===== config.mk =====
export PLATFORM = sky130hd
export DESIGN_NAME = transfer_coprocessor_control
export DESIGN_NICKNAME = d
export VERILOG_FILES = /design/src/transfer_coprocessor_control.v /design/src/sync2.v /design/src/buffer_arbiter.v
export VERILOG_INCLUDE_DIRS = /design/src
export SDC_FILE = /design/constraint.sdc
export NUM_CORES = 2
export LEC_CHECK = 0
export ABC_CLOCK_PERIOD_IN_PS = 4200
export CORE_ASPECT_RATIO = 0.75
export CORE_MARGIN = 8
export CORE_UTILIZATION = 50
export DETAILED_ROUTE_END_ITERATION = 12
export DONT_BUFFER_PORTS = 1
export PLACE_DENSITY_LB_ADDON = 0.25
export SLEW_MARGIN = 25
export SYNTH_ARGS = -nofsm -noshare
export SYNTH_HDL_FRONTEND = slang
export SYNTH_SLANG_ARGS = --single-unit

===== constraint.sdc =====
create_clock -name clk_sys -period 4.2 [get_ports clk_sys]
set_input_delay 0.84 -clock clk_sys [delete_from_list [all_inputs] [get_ports clk_sys]]
set_output_delay 0.84 -clock clk_sys [all_outputs]
set_load 0.005 [all_outputs]

===== src/coproc_map.vh =====
// Register offsets, field positions and reset values of the transfer coprocessor control
`ifndef COPROC_MAP_VH
`define COPROC_MAP_VH

// ==========================================================
// Register offsets
`define OFF_CONTROL        8'h1c
`define OFF_EVENT_FLAGS    8'h1d
`define OFF_ENTRY_POINTER  8'h1f

// ==========================================================
// Control fields
`define CTL_RUN            0
`define CTL_INIT           1
`define CTL_LOAD           2
`define CTL_STOP_EN        3
`define CTL_ERR_EN         4
`define CTL_USED_MASK      8'h1f

// ==========================================================
// Event flag fields
`define FLG_STOP           0
`define FLG_ERROR          1

// ==========================================================
// Reset values
`define RST_CONTROL        8'h00
`define RST_EVENT_FLAGS    8'h00
`define RST_ENTRY_POINTER  8'h00

// ==========================================================
// Program RAM and buffer arbitration
`define PROG_RAM_DEPTH     256
`define ARB_CORE           2'h0
`define ARB_USB            2'h1
`define ARB_COPROC         2'h2
`define ARB_NONE           2'h3

`endif


===== src/transfer_coprocessor_control.v =====
// Control, status, program RAM and buffer arbitration of the transfer coprocessor
`include "coproc_map.vh"

// How it works
// - Init while running reloads pointer, deferred during internal interrupt routine.
// - Error and stop share one interrupt, gated by enables and global mask.
// - Control bit 4 enables the error interrupt; software only.
// - Control bit 3 enables the stop interrupt; software only.
// - Control bit 2 unlocks program RAM writes; settable only while stopped.
// - Writing 1 to init copies the pointer into the program counter.
// - Control bit 0 runs; settable only without load; cleared by stop flag.
// - Status bits 7 to 2 read as zero.
// - Error flag set on error while running; cleared by status read.
// - Stop flag set when execution ends; cleared by status read.
// - Write-only 8-bit pointer holds a function entry address.
// - All three registers reset to zero.
// - Shared buffer granted when free: core, then USB, then coprocessor.
module transfer_coprocessor_control #(
  parameter ADDR_W = 8,                       // Register address width
  parameter DEPTH  = `PROG_RAM_DEPTH          // Program RAM bytes
) (
  input  wire              clk_sys,           // System clock
  input  wire              rst_b,             // Async reset, active low
  input  wire [ADDR_W-1:0] reg_addr,          // Register address
  input  wire [7:0]        reg_wdata,         // Register write data
  input  wire              reg_wr,            // Register write strobe
  input  wire              reg_rd,            // Register read strobe
  output reg  [7:0]        reg_rdata,         // Read data, cycle after strobe
  input  wire [7:0]        ram_addr,          // Program RAM write address
  input  wire [7:0]        ram_wdata,         // Program RAM write data
  input  wire              ram_wr,            // Program RAM write strobe
  output reg               ram_wr_blocked,    // Pulse: RAM write refused
  input  wire [7:0]        fetch_addr,        // Engine fetch address
  output reg  [7:0]        fetch_data,        // Engine fetch data, next cycle
  input  wire              engine_stop,       // Engine ended at current instruction
  input  wire              engine_error,      // Engine error event
  input  wire              engine_isr_busy,   // Engine in internal interrupt routine
  output reg               engine_run,        // Engine enabled to execute
  output reg               engine_pc_load,    // Pulse: load new program counter
  output reg  [7:0]        entry_address,     // Program counter value to load
  input  wire              global_irq_mask,   // Core global interrupt mask, 1 = masked
  input  wire              core_halt,         // Core in HALT mode (async pin)
  output reg               coproc_irq,        // Shared interrupt request
  input  wire [2:0]        buf_req,           // Buffer requests: core, USB, coproc
  output reg  [2:0]        buf_grant          // Buffer grants
);

  // ==========================================================
  // Registers
  reg [4:0] control_q;
  reg [1:0] flags_q;
  reg [7:0] pointer_q;
  reg       init_pend_q;
  reg [7:0] ram [0:DEPTH-1];

  wire      halt_s;
  wire [2:0] grant_w;

  sync2 sync2_inst (
    .clk_sys (clk_sys),
    .rst_b   (rst_b),
    .d       (core_halt),
    .q       (halt_s)
  );

  buffer_arbiter buffer_arbiter_inst (
    .clk_sys (clk_sys),
    .rst_b   (rst_b),
    .req     (buf_req),
    .grant   (grant_w),
    .owner   ()
  );

  wire wr_ctl = reg_wr && (reg_addr == `OFF_CONTROL);
  wire wr_ptr = reg_wr && (reg_addr == `OFF_ENTRY_POINTER);
  wire rd_flg = reg_rd && (reg_addr == `OFF_EVENT_FLAGS);

  wire run_now  = control_q[`CTL_RUN];
  wire load_now = control_q[`CTL_LOAD];

  // Effective run: halt freezes execution without touching the bit
  wire exec_on = run_now && !halt_s;

  wire set_stop  = exec_on && engine_stop;
  wire set_error = exec_on && engine_error;

  // ==========================================================
  // Control register
  reg [4:0] control_d;
  always @* begin
    control_d = control_q;
    if (wr_ctl) begin
      control_d[`CTL_ERR_EN]  = reg_wdata[`CTL_ERR_EN];
      control_d[`CTL_STOP_EN] = reg_wdata[`CTL_STOP_EN];
      control_d[`CTL_INIT]    = reg_wdata[`CTL_INIT];
      // Load may rise only while stopped
      if (!reg_wdata[`CTL_LOAD] || !run_now)
        control_d[`CTL_LOAD] = reg_wdata[`CTL_LOAD];
      // Run may rise only while load is clear
      if (!reg_wdata[`CTL_RUN] || !load_now)
        control_d[`CTL_RUN] = reg_wdata[`CTL_RUN];
    end
    if (set_stop || flags_q[`FLG_STOP])
      control_d[`CTL_RUN] = 1'b0;
  end

  always @(posedge clk_sys or negedge rst_b) begin
    if (!rst_b)
      control_q <= 5'h00;
    else
      control_q <= control_d;
  end

  // ==========================================================
  // Event flags, set beats read-clear
  reg [1:0] flags_d;
  always @* begin
    flags_d = flags_q;
    if (rd_flg)
      flags_d = 2'b00;
    if (set_stop)
      flags_d[`FLG_STOP] = 1'b1;
    if (set_error)
      flags_d[`FLG_ERROR] = 1'b1;
  end

  // ==========================================================
  // Pointer, init transfer and deferral
  wire init_wr = wr_ctl && reg_wdata[`CTL_INIT];
  wire init_go = (init_wr || init_pend_q) && !(run_now && engine_isr_busy);

  always @(posedge clk_sys or negedge rst_b) begin
    if (!rst_b) begin
      flags_q        <= 2'b00;
      pointer_q      <= 8'h00;
      init_pend_q    <= 1'b0;
      engine_pc_load <= 1'b0;
      entry_address  <= 8'h00;
    end else begin
      flags_q <= flags_d;
      if (wr_ptr)
        pointer_q <= reg_wdata;
      engine_pc_load <= init_go;
      if (init_go) begin
        entry_address <= wr_ptr ? reg_wdata : pointer_q;
        init_pend_q   <= 1'b0;
      end else if (init_wr) begin
        init_pend_q <= 1'b1;
      end
    end
  end

  // ==========================================================
  // Program RAM, write protected unless load is set
  always @(posedge clk_sys) begin
    if (ram_wr && load_now)
      ram[ram_addr] <= ram_wdata;
    fetch_data <= ram[fetch_addr];
  end

  // ==========================================================
  // Outputs and read data
  always @(posedge clk_sys or negedge rst_b) begin
    if (!rst_b) begin
      reg_rdata      <= 8'h00;
      ram_wr_blocked <= 1'b0;
      engine_run     <= 1'b0;
      coproc_irq     <= 1'b0;
      buf_grant      <= 3'h0;
    end else begin
      ram_wr_blocked <= ram_wr && !load_now;
      engine_run     <= control_d[`CTL_RUN] && !halt_s;
      coproc_irq     <= !global_irq_mask &&
                        ((flags_d[`FLG_ERROR] && control_d[`CTL_ERR_EN]) ||
                         (flags_d[`FLG_STOP]  && control_d[`CTL_STOP_EN]));
      buf_grant      <= grant_w;
      reg_rdata      <= 8'h00;
      if (reg_rd) begin
        case (reg_addr)
          `OFF_CONTROL:     reg_rdata <= {3'h0, control_q};
          `OFF_EVENT_FLAGS: reg_rdata <= {6'h00, flags_q};
          default:          reg_rdata <= 8'h00;
        endcase
      end
    end
  end

endmodule


===== src/sync2.v =====
// Two-stage synchroniser for a level from outside the clock domain
module sync2 (
  input  wire clk_sys, // System clock
  input  wire rst_b,   // Async reset, active low
  input  wire d,       // Asynchronous level
  output reg  q        // Synchronised level
);
  reg meta_q;

  always @(posedge clk_sys or negedge rst_b) begin
    if (!rst_b) begin
      meta_q <= 1'b0;
      q      <= 1'b0;
    end else begin
      meta_q <= d;
      q      <= meta_q;
    end
  end
endmodule


===== src/buffer_arbiter.v =====
// Fixed-priority, non-preemptive arbiter for the shared data buffer
`include "coproc_map.vh"
module buffer_arbiter (
  input  wire       clk_sys,    // System clock
  input  wire       rst_b,      // Async reset, active low
  input  wire [2:0] req,        // Requests: 0 core, 1 USB, 2 coprocessor
  output reg  [2:0] grant,      // One-hot grant
  output reg  [1:0] owner       // Current owner code
);
  reg [2:0] grant_d;
  reg [1:0] owner_d;

  // Master keeps the buffer until it drops its request
  always @* begin
    grant_d = grant;
    owner_d = owner;
    if (grant == 3'h0 || (grant & req) == 3'h0) begin
      grant_d = 3'h0;
      owner_d = `ARB_NONE;
      if (req[0]) begin
        grant_d = 3'h1;
        owner_d = `ARB_CORE;
      end else if (req[1]) begin
        grant_d = 3'h2;
        owner_d = `ARB_USB;
      end else if (req[2]) begin
        grant_d = 3'h4;
        owner_d = `ARB_COPROC;
      end
    end
  end

  always @(posedge clk_sys or negedge rst_b) begin
    if (!rst_b) begin
      grant <= 3'h0;
      owner <= `ARB_NONE;
    end else begin
      grant <= grant_d;
      owner <= owner_d;
    end
  end
endmodule


# Word level (Yosys, flattened, before mapping)
# Memory sizes are Yosys's and may differ from the RTL's. A register that Yosys moved wholly into a read port is not among the register bits.
# Cells that the tools add are included.
totals:
  ff_bits: 44
  ram_bits: 2048
  inputBits: 53
  word_cells: 70
  output_inout_bits: 31
  n_memories: 1
classes:
  muxes: 17
  n_reduce_logical: 32
  n_eq_ne: 3
  bitwise: 1
memory_table:
  columns: ["memory", "depth", "width", "rd", "rd_clocked_by_memory_dff", "write_ports", "line", "source"]
  rows:
  - ["ram", 256, 8, 1, 1, 1, "transfer_coprocessor_control.v:54", "reg [7:0] ram [0:DEPTH-1];"]
op_table:
  columns: ["cell", "n"]
  rows:
  - ["== test 8 x 5 -> 1 bit (second input constant)", 3]
  - ["logical AND 1 bit", 15]
  - ["two-way mux 5 bit", 2]
  - ["one-hot mux 5 bit (2 select lines)", 1]
  - ["two-way mux 1 bit", 9]
  - ["two-way mux 3 bit", 3]
  - ["two-way mux 8 bit", 1]
  - ["zero test 1 bit", 7]
  - ["zero test 3 bit", 2]
  - ["logical OR 1 bit", 6]
  - ["bitwise AND 3 bit", 1]
  - ["two-way mux 2 bit", 1]
  - ["AND reduction 2 bit", 1]
  - ["nonzero test 2 bit", 1]

# Depth between registers and ports, before layout
depth:
  word_depth: 7
  depth_mapped: 12
  depth_no_buf: 6

# By module
# From an unflattened synthesis, not the netlist that was laid out.
unflattened:
  cells_unflattened: 4009
  hier_area_um2: 81470.6
by_module_without_submodules:
  columns: ["mod", "area_each_um2", "cells_per_inst", "instances"]
  rows:
  - ["transfer_coprocessor_control", 81185.4, 3985, 1]
  - ["buffer_arbiter", 235.2, 22, 1]
  - ["sync2", 50.0, 2, 1]

# Least setup slack after synthesis
# Ideal clock, no wire load.
synth_path:
  kind: "input port to flip-flop"
  startpoint: "input port fetch_addr[0]"
  endpoint: "register fetch_data[0], read port of ram"
  arrival_time_ns: 2.606
  setup_slack_ns: 1.463
  required_time_ns: 4.069
  path_stages: 9
  cell_sequence: "buf_6 buf_8 buf_6 buf_2 mux4_2 a22oi_1 nand2_1 a22oi_1 a211oi_2"
synth_lines:
  columns: ["element", "line", "source"]
  rows:
  - ["from (decl)", "transfer_coprocessor_control.v:33", "input wire [7:0] fetch_addr,"]
  - ["to (decl)", "transfer_coprocessor_control.v:34", "output reg [7:0] fetch_data,"]

==> flow_summary.rst <==
.. list-table::
   :header-rows: 1

   * - Metric
     - Value
   * - Period minus WS final
     - 3740 ps
   * - Placed standard-cell area
     - 83400 sq um
   * - Number of flops mapped to enable cells by yosys
     - 2048
   * - Count of nets after finishing
     - 4005
   * - Initial antenna violation count
     - 5
   * - Setup slack, reg-to-reg
     - 1270 ps
   * - Net switching share of the total power
     - 20.3%
   * - Setup TNS
     - 0 ps
   * - Crit end category
     - register
   * - Part of the cycle the worst path needs
     - 89.0%
   * - Unrepaired setup endpoints after global routing
     - no
   * - Main combinational cell family by area after synthesis
     - multiplexers
   * - Least-Margin Pin Slew
     - 1850 ps
   * - Share of post-route cells with drive strength above 1
     - 22.3%
   * - First-pass detailed-route iteration total
     - 6
   * - Cell area after synthesis
     - 81300 sq um
   * - Post-Place Worst Slack
     - 406 ps
   * - Clock-pin slew on the worst setup and hold paths
     - 60 ps
   * - Final RePlAce weighted congestion
     - 0.823
   * - Final core utilization
     - 55.4%
   * - Number of rows created at floorplan
     - 128
   * - Detailed-route DRC error count
     - 0
   * - Portion of total power attributed to the clock network
     - 41.6%
   * - Post-detailed-routing wire length
     - 195000 microns
   * - Die outline area
     - 176000 sq um
   * - Critical setup path kind
     - in -> reg
   * - Post-synthesis sequential element count
     - 2097
   * - Post-Synth XOR/XNOR Area
     - 0%
   * - FF-to-FF End
     - fetch_data[6]
   * - Worst hold path type
     - in -> reg
   * - Post-layout power
     - 41.8 mW
   * - Cell types with the largest area share after synthesis
     - edfxtp_1, mux4_2, a22oi_1, mux2i_1, nor2_1
   * - Max-slew violation count
     - 167
   * - Outcome
     - finished with violations
   * - Number of top-level pins
     - 84
   * - Clk sink count
     - 2097
   * - Comb pwr share
     - 3.2%
   * - Yosys synthesis warning count
     - 0
   * - Most used flip-flop cell after synthesis
     - edfxtp_1
   * - Total setup violations reported at the end of the flow
     - 0
   * - HPWL reported at the end of detailed placement
     - 109000 microns
   * - Antenna-violating nets left
     - 0
   * - Internal portion of total power
     - 33.3 mW
   * - Summed area of non-filler cells in the final layout
     - 89600 sq um
   * - Ys async rst share
     - 1.96%
   * - Wire length of the first global-routing pass
     - 282000 microns
   * - Hold EP
     - coproc_irq
   * - Maximum net fanout on the critical path
     - 575
   * - Global router's overall resource usage
     - 22.0%
   * - Number of buffer cells added on primary ports
     - 0
   * - Mux contribution to synthesized area
     - 14.4%
   * - Share of synthesized cell area in and, or, nand and nor gates
     - 2.68%
   * - Critical Path Start Type
     - input pin
   * - Average cell area after synthesis
     - 21.0 sq um
   * - Peak supply drop
     - 0.000446 V
   * - CORE AREA
     - 162000 sq um
   * - Count of maximum capacitance violations
     - 0
   * - FMAX
     - 267 MHz
   * - Count of vias placed by the detailed router
     - 39800
   * - Largest net degree at the start of global routing
     - 576
   * - Setup Fix Bufs, Post-CTS
     - 0
   * - Seq/Total Area, Yosys
     - 77.1%
   * - TritonCTS clock tree
     - built
   * - Seq pwr share
     - 55.2%
   * - P&R area growth vs syn
     - 10.3%
   * - CP Data Arrival Time
     - 4420 ps
   * - Violation count after the first detailed-route iteration
     - 5526
   * - Worst hold path startpoint
     - global_irq_mask
   * - Pleak
     - 27.9 nW
   * - Cells after synthesis
     - 3868
   * - Worst hold stages
     - 1
   * - Hold_ws
     - 69.0 ps
   * - Fraction of the mapped netlist area in adder cells
     - 0%
   * - Most common library cells after synthesis
     - edfxtp_1, mux4_2, nor2_1
   * - Non-filler instance count after layout
     - 6255
   * - Number of CTS-inserted buffers
     - 190
   * - Chip Width
     - 482 microns
   * - Routed wire length per instance
     - 31.1 microns
   * - Final critical-path setup slack
     - 460 ps
   * - Maximum clock path buffer count
     - 3
   * - Synth cell types
     - 61
   * - Total congestion overflow
     - 0
   * - Most common cell in the netlist
     - edfxtp_1
   * - Chip Height
     - 365 microns
   * - Post-synth top area share
     - 75.7%
   * - Clock Latency Late Sink
     - 830 ps
   * - Filler Cells Inserted
     - 12000
   * - Clock H-tree levels
     - 4
   * - Post-synth top area cell
     - edfxtp_1
   * - Switching Power
     - 8.49 mW
   * - Share of the synthesized area in compound gates (AO/OA/AOI/OAI)
     - 3.72%
   * - Initial Util
     - 50.2%
   * - Post-placement cell count
     - 5902
   * - Endpoint required time on the critical path
     - 4880 ps
   * - Buffer cell driving the clock tree root
     - clkbuf_16
   * - Hold violation count in the final report
     - 0
   * - Path depth of the worst reg2reg path
     - 7
   * - Worst relative slew slack
     - -23.6%
   * - Worst clock skew on the final layout
     - 38.6 ps
   * - Total power divided by cell area
     - 466 nW/um^2
   * - Source of the worst register-to-register timing path
     - ram[187][6]
   * - Avg Vias per Cell
     - 6.37
   * - Violated checks
     - slew limit
   * - Vias in the first global route
     - 39000
what timing repair did:
action | in CTS | in global routing
resized for setup | 0 | 0
hold endpoints to repair | 42 | 0
hold buffers | 3 | 0
worst max-delay path by stage:
stage | start | end | slack, ps | depth (start not counted)
2_1_floorplan | fetch_addr[0] | fetch_data[0] | 1460 | 9
3_3_place_gp | fetch_addr[0] | fetch_data[6] | 470 | 7
3_5_place_dp | fetch_addr[1] | fetch_data[6] | 410 | 8
4_1_cts | fetch_addr[1] | fetch_data[6] | 1270 | 8
5_1_grt | fetch_addr[0] | fetch_data[6] | 1040 | 7
6_report | fetch_addr[0] | fetch_data[6] | 460 | 7
worst max-delay path, stage by stage:
cell     delay, ps
mux4_2        1070
mux2_2         320
nand3_1        100
nand3_1         80
nor4b_1        870
buf_4          250
nor4_1          50
flip-flops by register name, indices dropped and copies added (netlist names), 2 cells and up:
| signal | count |
|---|---|
| flags_q | 2 |
| control_q | 5 |
| buf_grant | 3 |
| entry_address | 8 |
| reg_rdata | 5 |
| ram | 2048 |
| pointer_q | 8 |
| buffer_arbiter_inst.grant | 3 |
| fetch_data | 8 |
per-layer routing:
metal / vias to the layer above / track usage, % / routed length, microns
li1: 16300 / - / -
met1: 21300 / 33.8 / 84400
met2: 2010 / 31.8 / 86300
met3: 242 / 5.74 / 20200
met4: 0 / 5.07 / 3900
met5: - / 0 / 0
cells in the final DEF, fill, tap and decap left out, types with 31 or more instances in the layout:
cell type  instances
a22oi_1          187
buf_4            120
nor2_1           290
mux2_2            32
mux4_2           449
nand2_1          100
mux2i_1          126
clkbuf_16        191
edfxtp_1        2048
o221ai_1          31
clkinv_1          41
clkinv_2          46
dfrtp_1           41
a21oi_1           60
final cells by class:
| type | instances | area [sq um] | share of cell area, % |
|---|---|---|---|
| Multi-Input combinational cell | 1529 | 17000 | 19.0 |
| Tap cell | 2145 | 2680 | 2.99 |
| Inverter | 7 | 26.3 | 0.0293 |
| Antenna cell | 1 | 2.50 | 0.00279 |
| Clock buffer | 221 | 4910 | 5.48 |
| Timing Repair Buffer | 127 | 1020 | 1.14 |
| Clock inverter | 128 | 1280 | 1.43 |
| Sequential cell | 2097 | 62700 | 69.9 |
cell families (layout without fill, tap and decap cells):
| group | count (synthesis) | after routing |
|---|---|---|
| buf+inv | 244 | 483 |
| mux | 607 | 607 |
| other cells | 1 | 4 |
| simple gates | 511 | 511 |
| compound gates | 408 | 408 |
| flops | 2097 | 2097 |
power by group through the flow:
| stage | sequential [mW] | clock, mW | combinational, mW |
|---|---|---|---|
| after floorplan | 23.5 | 0 | 1.13 |
| after global placement | 23.5 | 0 | 1.26 |
| after detailed placement | 23.5 | 0 | 1.27 |
| after CTS | 23.0 | 17.6 | 1.28 |
| after global routing | 23.0 | 18.4 | 1.36 |
| final | 23.0 | 17.4 | 1.33 |
(Power assumes the default switching activity.)
